**config.mk**
```make
export PLATFORM = sky130hd
export DESIGN_NAME = bcb_core
export DESIGN_NICKNAME = d
export VERILOG_FILES = /design/src/hw/bcb_end.sv /design/src/hw/bcb_pkg.sv /design/src/hw/bcb_qphase.sv /design/src/hw/bcb_core.sv
export SDC_FILE = /design/constraint.sdc
export NUM_CORES = 1
export LEC_CHECK = 0
export ABC_CLOCK_PERIOD_IN_PS = 5700
export BUFFER_PORTS_ARGS = -buffer_cell sky130_fd_sc_hd__buf_4
export CORE_ASPECT_RATIO = 2
export CORE_UTILIZATION = 57
export CTS_CLUSTER_SIZE = 16
export DETAILED_ROUTE_END_ITERATION = 8
export GPL_TIMING_DRIVEN = 0
export HOLD_SLACK_MARGIN = 0.02
export MAX_ROUTING_LAYER = met4
export PLACE_DENSITY = 0.86
export SETUP_SLACK_MARGIN = 0.02
export SYNTH_ARGS = -nofsm -noshare
export SYNTH_HDL_FRONTEND = slang
export SYNTH_SLANG_ARGS = --single-unit
```
**constraint.sdc**
```tcl
create_clock -name clk_sys -period 5.7 [get_ports clk_sys]
set_input_delay 0.285 -clock clk_sys [delete_from_list [all_inputs] [get_ports clk_sys]]
set_output_delay 0.285 -clock clk_sys [all_outputs]
set_load 0.02 [all_outputs]
```
**src/hw/bcb_end.sv**
```systemverilog
`timescale 1ns/10ps
`default_nettype none
`default_nettype wire

```
**src/hw/bcb_pkg.sv**
```systemverilog
package bcb_pkg;

    // ***************************************************************
    // Widths
    // ***************************************************************
    localparam int unsigned PC_W   = 21;
    localparam int unsigned ADDR_W = 12;

    // ***************************************************************
    // Opcode fields and encodings
    // ***************************************************************
    localparam logic [3:0] OPC_CLR_NIB   = 4'h9;   // Bit-clear upper nibble.
    localparam logic [7:0] OPC_BR_CC     = 8'he3;  // Branch if carry clear.
    localparam logic [7:0] OPC_BR_NS     = 8'he6;  // Branch if negative set.
    localparam logic [7:0] OPC_BR_NC     = 8'he7;  // Branch if negative clear.
    localparam int unsigned BIT_SEL_LSB  = 9;      // Bit-select field 11:9.
    localparam int unsigned ACC_BIT_POS  = 8;      // Bank-access bit.

    // ***************************************************************
    // Access bank layout: low half in bank 0, high half in the top bank
    // ***************************************************************
    localparam logic [7:0] ACC_SPLIT     = 8'h80;
    localparam logic [3:0] ACC_LOW_BANK  = 4'h0;
    localparam logic [3:0] ACC_HIGH_BANK = 4'hf;

    // ***************************************************************
    // Instruction phases and reset values
    // ***************************************************************
    localparam logic [1:0] PH_Q1 = 2'h0;
    localparam logic [1:0] PH_Q2 = 2'h1;
    localparam logic [1:0] PH_Q3 = 2'h2;
    localparam logic [1:0] PH_Q4 = 2'h3;
    localparam logic [1:0] PH_RESET = 2'h0;
    localparam logic [PC_W-1:0] PC_RESET = 21'h000000;

    // ***************************************************************
    // Kinds of instruction in flight and branch conditions
    // ***************************************************************
    typedef enum logic [1:0] {
        K_NOP = 2'b00,
        K_CLR = 2'b01,
        K_BR  = 2'b10
    } bcb_kind_t;

    typedef enum logic [1:0] {
        C_CARRY_CLEAR = 2'b00,
        C_NEG_SET     = 2'b01,
        C_NEG_CLEAR   = 2'b10
    } bcb_cond_t;

endpackage : bcb_pkg

```
**src/hw/bcb_qphase.sv**
```systemverilog
`timescale 1ns/10ps
`default_nettype none

// Free-running four-phase instruction cycle counter.
module bcb_qphase (
    input  wire logic       clk_sys,
    input  wire logic       reset,
    output logic [1:0] phase_q
);
    import bcb_pkg::*;

    logic [1:0] phase_d;

    // Phases advance Q1 to Q4 and wrap.
    always_comb begin
        phase_d = phase_q + 2'h1;
    end

    // Register the phase.
    always_ff @(posedge clk_sys or posedge reset) begin
        if (reset) begin
            phase_q <= PH_RESET;
        end else begin
            phase_q <= phase_d;
        end
    end

endmodule : bcb_qphase

`default_nettype wire

```
**src/hw/bcb_core.sv**
```systemverilog
`timescale 1ns/10ps
`default_nettype none

module bcb_core (
    input  wire logic                        clk_sys,
    input  wire logic                        reset,
    input  wire logic                        instr_valid,
    input  wire logic [15:0]                 instr_word,
    input  wire logic                        flag_n,
    input  wire logic                        flag_c,
    input  wire logic [bcb_pkg::PC_W-1:0]    pc_in,
    input  wire logic [3:0]                  bank_select_register,
    input  wire logic [7:0]                  rf_rdata,
    output logic [1:0]                       phase_q,
    output logic                             rf_re_q,
    output logic [bcb_pkg::ADDR_W-1:0]       rf_raddr_q,
    output logic                             rf_we_q,
    output logic [bcb_pkg::ADDR_W-1:0]       rf_waddr_q,
    output logic [7:0]                       rf_wdata_q,
    output logic                             pc_load_q,
    output logic [bcb_pkg::PC_W-1:0]         pc_target_q,
    output logic                             busy_q
);
    import bcb_pkg::*;

    // ***************************************************************
    // State
    // ***************************************************************
    bcb_kind_t           kind_q,    kind_d;
    bcb_cond_t           cond_q,    cond_d;
    logic [15:0]         op_q,      op_d;
    logic                taken_q,   taken_d;
    logic [7:0]          rd_q,      rd_d;
    logic                rf_re_d;
    logic [ADDR_W-1:0]   rf_raddr_d;
    logic                rf_we_d;
    logic [ADDR_W-1:0]   rf_waddr_d;
    logic [7:0]          rf_wdata_d;
    logic                pc_load_d;
    logic [PC_W-1:0]     pc_target_d;
    logic                busy_d;
    logic [3:0]          bank;
    logic [7:0]          clr_mask;
    logic [PC_W-1:0]     disp;

    // Phase counter shared by every instruction.
    bcb_qphase u_qphase (
        .clk_sys (clk_sys),
        .reset   (reset),
        .phase_q (phase_q)
    );

    // Bank, bit mask and doubled signed offset of the held opcode.
    always_comb begin
        if (op_q[ACC_BIT_POS]) begin
            bank = bank_select_register;
        end else if (op_q[7:0] < ACC_SPLIT) begin
            bank = ACC_LOW_BANK;
        end else begin
            bank = ACC_HIGH_BANK;
        end
        clr_mask = ~(8'h01 << op_q[BIT_SEL_LSB +: 3]);
        disp = {{(PC_W - 9){op_q[7]}}, op_q[7:0], 1'b0};
    end

    // ***************************************************************
    // Instruction sequencing
    // ***************************************************************

    // Next values, one step per phase; outputs land in the phase after the one named.
    always_comb begin
        kind_d      = kind_q;
        cond_d      = cond_q;
        op_d        = op_q;
        taken_d     = taken_q;
        rd_d        = rd_q;
        rf_re_d     = 1'b0;
        rf_raddr_d  = rf_raddr_q;
        rf_we_d     = 1'b0;
        rf_waddr_d  = rf_waddr_q;
        rf_wdata_d  = rf_wdata_q;
        pc_load_d   = 1'b0;
        pc_target_d = pc_target_q;
        busy_d      = busy_q;
        unique case (phase_q)
            PH_Q1: begin
                kind_d  = K_NOP;
                taken_d = 1'b0;
                // Decode, unless this cycle is the idle after a taken branch.
                if (instr_valid && !busy_q) begin
                    op_d = instr_word;
                    if (instr_word[15:12] == OPC_CLR_NIB) begin
                        kind_d  = K_CLR;
                        rf_re_d = 1'b1;
                        if (instr_word[ACC_BIT_POS]) begin
                            rf_raddr_d = {bank_select_register, instr_word[7:0]};
                        end else if (instr_word[7:0] < ACC_SPLIT) begin
                            rf_raddr_d = {ACC_LOW_BANK, instr_word[7:0]};
                        end else begin
                            rf_raddr_d = {ACC_HIGH_BANK, instr_word[7:0]};
                        end
                    end else if (instr_word[15:8] == OPC_BR_CC) begin
                        kind_d = K_BR;
                        cond_d = C_CARRY_CLEAR;
                    end else if (instr_word[15:8] == OPC_BR_NS) begin
                        kind_d = K_BR;
                        cond_d = C_NEG_SET;
                    end else if (instr_word[15:8] == OPC_BR_NC) begin
                        kind_d = K_BR;
                        cond_d = C_NEG_CLEAR;
                    end
                end
            end
            PH_Q2: begin
                // Read the register, or read the offset and test the flag.
                rd_d = rf_rdata;
                if (kind_q == K_BR) begin
                    unique case (cond_q)
                        C_CARRY_CLEAR: taken_d = !flag_c;
                        C_NEG_SET:     taken_d = flag_n;
                        C_NEG_CLEAR:   taken_d = !flag_n;
                        default:       taken_d = 1'b0;
                    endcase
                end
            end
            PH_Q3: begin
                // Process: clear the bit, or form the branch target.
                if (kind_q == K_CLR) begin
                    rf_we_d    = 1'b1;
                    rf_waddr_d = {bank, op_q[7:0]};
                    rf_wdata_d = rd_q & clr_mask;
                end
                if (kind_q == K_BR && taken_q) begin
                    pc_load_d   = 1'b1;
                    pc_target_d = pc_in + disp;
                end
            end
            PH_Q4: begin
                // Taken branch idles the whole next cycle; else nothing.
                busy_d = (kind_q == K_BR) && taken_q;
            end
        endcase
    end

    // Register every value.
    always_ff @(posedge clk_sys or posedge reset) begin
        if (reset) begin
            kind_q      <= K_NOP;
            cond_q      <= C_CARRY_CLEAR;
            op_q        <= 16'h0000;
            taken_q     <= 1'b0;
            rd_q        <= 8'h00;
            rf_re_q     <= 1'b0;
            rf_raddr_q  <= 12'h000;
            rf_we_q     <= 1'b0;
            rf_waddr_q  <= 12'h000;
            rf_wdata_q  <= 8'h00;
            pc_load_q   <= 1'b0;
            pc_target_q <= PC_RESET;
            busy_q      <= 1'b0;
        end else begin
            kind_q      <= kind_d;
            cond_q      <= cond_d;
            op_q        <= op_d;
            taken_q     <= taken_d;
            rd_q        <= rd_d;
            rf_re_q     <= rf_re_d;
            rf_raddr_q  <= rf_raddr_d;
            rf_we_q     <= rf_we_d;
            rf_waddr_q  <= rf_waddr_d;
            rf_wdata_q  <= rf_wdata_d;
            pc_load_q   <= pc_load_d;
            pc_target_q <= pc_target_d;
            busy_q      <= busy_d;
        end
    end
endmodule : bcb_core

`default_nettype wire

```
-- Word-level counts from Yosys, hierarchy flattened
Cells that the tools add are included.
- add/sub/neg operators: 2
- multiply operators: 0
- divide/modulo/power cells: 0
- $lt $le $gt $ge: 2
- equality and inequality tests: 12
- shift-type cells: 1
- muxes and demuxes: 22
- bitwise gates (word level): 3
- reduce and logical (&&, ||, !) cells: 15
- operator list (operator ; count):
    $eq A8 B8 Y1 const B ; 3
    $mux W12 ; 2
    $add A21 B21 Y21 ; 1
    $lt A8 B8 Y1 const B ; 2
    $mux W2 ; 8
    $and A8 B8 Y8 ; 1
    $eq A2 B2 Y1 const B ; 4
    $mux W1 ; 8
    $mux W4 ; 2
    $not A8 Y8 ; 1
    $reduce_and A2 Y1 ; 4
    $shl A1 B3 Y8 const A ; 1
    $eq A2 B1 Y1 const B ; 3
    $eq A4 B4 Y1 const B ; 1
    $logic_not A2 Y1 ; 2
    $reduce_and A4 Y1 ; 1
    $logic_not A1 Y1 ; 3
    $pmux W1 S3 ; 1
    $reduce_and A3 Y1 ; 1
    $reduce_bool A3 Y1 ; 1
    $add A2 B1 Y2 const B ; 1
    $logic_and A1 B1 Y1 ; 2
    $ne A2 B2 Y1 const B ; 1
    $pmux W1 S2 ; 1
    other kinds (2) ; 2
- bits in registers: 84
- bits in latches: 0
- RAM bits: 0
- bits in read-only memories: 0
- output and inout bits: 59
- memories: 0

-- Longest topological paths before layout
- depth in word-level cells: 6
- mapped depth: 8

-- By module
A second synthesis with hierarchy kept.
- cell total of the unflattened synthesis: 408
- area total of the unflattened synthesis: 4038.9 um^2
- modules (own cells, without submodules) (module ; instances ; cells an instance ; area each (um^2)):
    bcb_core ; 1 ; 403 ; 3972.6
    bcb_qphase ; 1 ; 5 ; 66.3

-- Worst setup path after synthesis
OpenSTA, ideal clock, no wires.
- kind: register -> register
- from: reg op_q[7]
- to: reg pc_target_q[17] in the netlist's numbering
- library setup time: 0.125 ns
- arrival: 2.285 ns
- required time: 5.575 ns
- setup slack: 3.290 ns
- stages on the path, launching flop included: 8
- period minus slack after synthesis: 2.410 ns
- cell sequence: dfrtp_1 -> ha_1 -> a21o_1 -> a2111oi_2 -> nor2_1 -> a311o_1 -> xor2_1 -> mux2_4
- longest elaborated chain between the ends: 1
- RTL lines (what ; RTL line ; RTL):
    from (decl) ; bcb_core.sv:31 ; logic [15:0] op_q, op_d;
    from (signal assigned) ; bcb_core.sv:164 ; op_q <= op_d;
    $add A21 B21 Y21 ; bcb_core.sv:135 ; pc_target_d = pc_in + disp;
    to (signal assigned) ; bcb_core.sv:173 ; pc_target_q <= pc_target_d;
    to (decl) ; bcb_core.sv:21 ; output logic [bcb_pkg::PC_W-1:0] pc_target_q,
Every way passes these cells.
A chain may end at the register's enable or synchronous reset.

-- Final worst setup path
- from: reg op_q[7]
- to: reg pc_target_q[18] in the netlist's numbering
Same word-level chain as after synthesis.

==> results.py <==
metrics = {
    "final_layout": {
        "layout-drive-gt1-share": 0.277,
        "area_growth_pct": 29.5,
        "diodes": 0,
        "fill_cells": 529,
        "layoutNonFillerInstCount": 665,
        "nNetsFinal": 648,
        "finish.utilization": 0.766,
    },
    "timing": {
        "fin_crit_ns": 3.02,
        "worst_pin_slew_ns": 0.709,
        "rsz0062_at_grt": "false",
        "final_hold_viol_count": 0,
        "fin_skew_ns": 0.00668,
        "fmax_ghz": 0.331,
        "slew_headroom": 0.527,
        "final_max_slew_viol_count": 0,
        "finalSetupViolations": 0,
        "period_share": 0.530,
        "fin_setup_tns_ns": 0,
    },
    "global_routing": {
        "grt_pass1_wl_um": 18800,
        "grtUsageTotal": 0.323,
        "grt_overflow": 0,
        "grt_max_degree": 62,
        "antenna_found_initial": 0,
        "grt_pass1_vias": 4024,
    },
    "critical_path": {
        "endpoint_kind": "flip-flop",
        "start_kind": "flip-flop",
        "cp.required_ns": 5.94,
        "setup.worst_path.class": "flip-flop to flip-flop",
        "cp-endpoint": "pc_target_q[18]",
        "reg2reg_from": "op_q[7]",
        "crit_fanout": 16,
        "startpoint": "op_q[7]",
        "crit_path_max_incr_delay_ns": 0.80,
        "reg2reg_depth": 7,
        "crit_chain": "ha_1 -> a21oi_1 -> o21ai_1 -> a2111oi_0 -> a21oi_1 -> o21a_1 -> o31ai_1",
        "timing.rr.end": "pc_target_q[18]",
        "crit_slowest_cell": "dfrtp_1",
        "cpMostUsedCell": "a21oi_1",
        "cp.arrival_ns": 3.27,
        "ff2ff_setup_slack_ns": 2.68,
    },
    "clocking": {
        "cts.path.max_buffers": 2,
        "cts_resized": 0,
        "cts_tree": "done",
        "cts.sinks": 84,
        "h-tree-depth": 3,
        "clk_pin_slew_ns": 0.06,
        "cts_setup_buffers": 0,
        "cts_made_buffers": 9,
        "cts_root_buf": "clkbuf_16",
        "clock_latency_ns": 0.34,
    },
    "drt": {
        "met3_length_um": 379,
        "ant_nets": 0,
        "vias": 3797,
        "drc": 0,
        "drt-vias-per-instance": 5.71,
        "first_iter_violations": 282,
        "dr.max_layer_used": "met4",
        "drt-wirelength-per-cell_um": 17.6,
        "dr_wl_met2_um": 6760,
        "wl_um": 11700,
        "first_pass_iters": 4,
        "drt-met1-wl_um": 3910,
    },
    "floorplan": {
        "die_area_um2": 7920,
        "dieWidth_um": 63.4,
        "start_util": 0.592,
        "die_y_um": 125,
        "rows": 44,
        "core_region_area_um2": 7270,
        "io_pins": 113,
    },
    "yosys": {
        "avgSynthCellArea_um2": 9.64,
        "synth_nets": 524,
        "syn_inst": 446,
        "ys_seq_area_frac": 0.489,
        "synth_ff_type": "dfrtp_1",
        "synthTopCellsByArea": "dfrtp_1, nand2_1, ha_1",
        "synth_warnings": 0,
        "synth_area_um2": 4300,
        "yosysMostFrequentCell": "nand2_1",
        "yosys.area.top_type_share": 0.489,
        "yosys-top-cells-count": "nand2_1, dfrtp_1, o21ai_0",
        "async_flop_share": 1.00,
        "ys_types": 53,
        "synth_edf_count": 0,
        "ys_ff_latch": 84,
        "synth_top_area_cell": "dfrtp_1",
    },
    "pwr": {
        "peakVddDrop_mv": 0.249,
        "p_leak_nw": 2.75,
        "p_per_area_nw_per_um2": 283,
    },
    "place": {
        "gp_congestion": 0.939,
        "placed_cells": 650,
        "dp_hpwl_um": 9130,
        "io_buffers": 111,
    },
    "min_path": {
        "min_path_type": "input port to flip-flop",
        "hold_depth": 3,
    },
    "run_status": {
        "status": "complete, no violations",
    },
    "job": {
        "maxCapViolCount": 0,
    },
}
worst min path at each step:
stage / from / to / slack, ns
finish: instr_word[6] / rf_raddr_q[6] / 0.15
global route: instr_word[4] / rf_raddr_q[4] / 0.16
CTS: instr_word[6] / rf_raddr_q[6] / 0.14
detailed placement: reset / rf_raddr_q[0] / 0.28
global placement: rf_raddr_q[4] / rf_raddr_q[4] / 0.46
floorplan: pc_in[0] / pc_target_q[0] / 0.39
what timing repair did:
action                                  4_1_cts  5_1_grt
endpoints found under the hold margin        23        0
hold buffers                                  1        0
endpoints found under the setup margin        0        0
power breakdown:
group	leakage (nW)	switching (mW)	internal, mW
sequential	0.998	0.0324	0.633
combinational	1.62	0.202	0.153
clock	0.133	0.223	0.332
through the flow:
stage,power (mW),hold WS (ns),area [um^2],setup WS [ns]
5_1_grt,1.64,0.165,5570,2.49
2_1_floorplan,0.888,0.390,4300,3.25
6_report,1.58,0.148,5570,2.68
4_1_cts,1.58,0.142,5570,2.69
3_3_place_gp,1.01,0.462,5250,2.43
3_5_place_dp,1.03,0.279,5280,2.68
metal layers:
metal	global-route usage	vias to the layer above
li1	-	1810
met5	-	-
met3	0.0440	42
met4	0.210	0
met1	0.301	1809
met2	0.589	136
cell families (layout without fill, tap and decap cells):
group / after synthesis / count (layout) / share of synthesized area
simple gates: 167 / 167 / 0.170
compound gates: 111 / 111 / 0.160
flops: 84 / 84 / 0.489
buf+inv: 25 / 152 / 0.0247
fa+ha+maj: 24 / 24 / 0.0716
mux: 22 / 22 / 0.0585
xor+xnor: 13 / 13 / 0.0265
cell type report:
cell class              count  area, um^2  share of cell area
plain buffers              16        72.6              0.0130
flip-flops and latches     84        2100               0.377
well taps                  92         115              0.0207
clock buffers               9         225              0.0404
repair buffers            113         871               0.156
clock inverters             5        55.1             0.00989
inverters                   9        36.3             0.00652
multi-input cells         337        2090               0.376
registers in the layout, indices dropped and copies added (netlist names):
register and cells:
pc_target_q 21, op_q 12, rf_raddr_q 12, rf_waddr_q 12, rd_q 8, rf_wdata_q 8, cond_q 2, kind_q 2
u_qphase.phase_q 2, busy_q 1, pc_load_q 1, rf_re_q 1, rf_we_q 1, taken_q 1
cell usage in the layout (no fill, tap or decap), types with 6 or more instances in the layout:
master and count:
mux2_2 21, clkbuf_16 9, a21o_1 10, nand2_1 110
dfrtp_1 84, buf_4 112, nand3_1 11, ha_1 23
xnor2_1 6, clkbuf_1 12, xor2_1 7, o31ai_1 6
a21oi_1 25, nor2_1 15, o21ai_0 41
critical path: cells and delay by family, from the launching register on:
kind	cells	cell delay [ns]
flip-flops	1	0.80
adder cells (fa/ha/maj)	1	0.44
AO/OA/AOI/OAI	6	1.69
No activity file was read; power rests on OpenSTA's default activity.
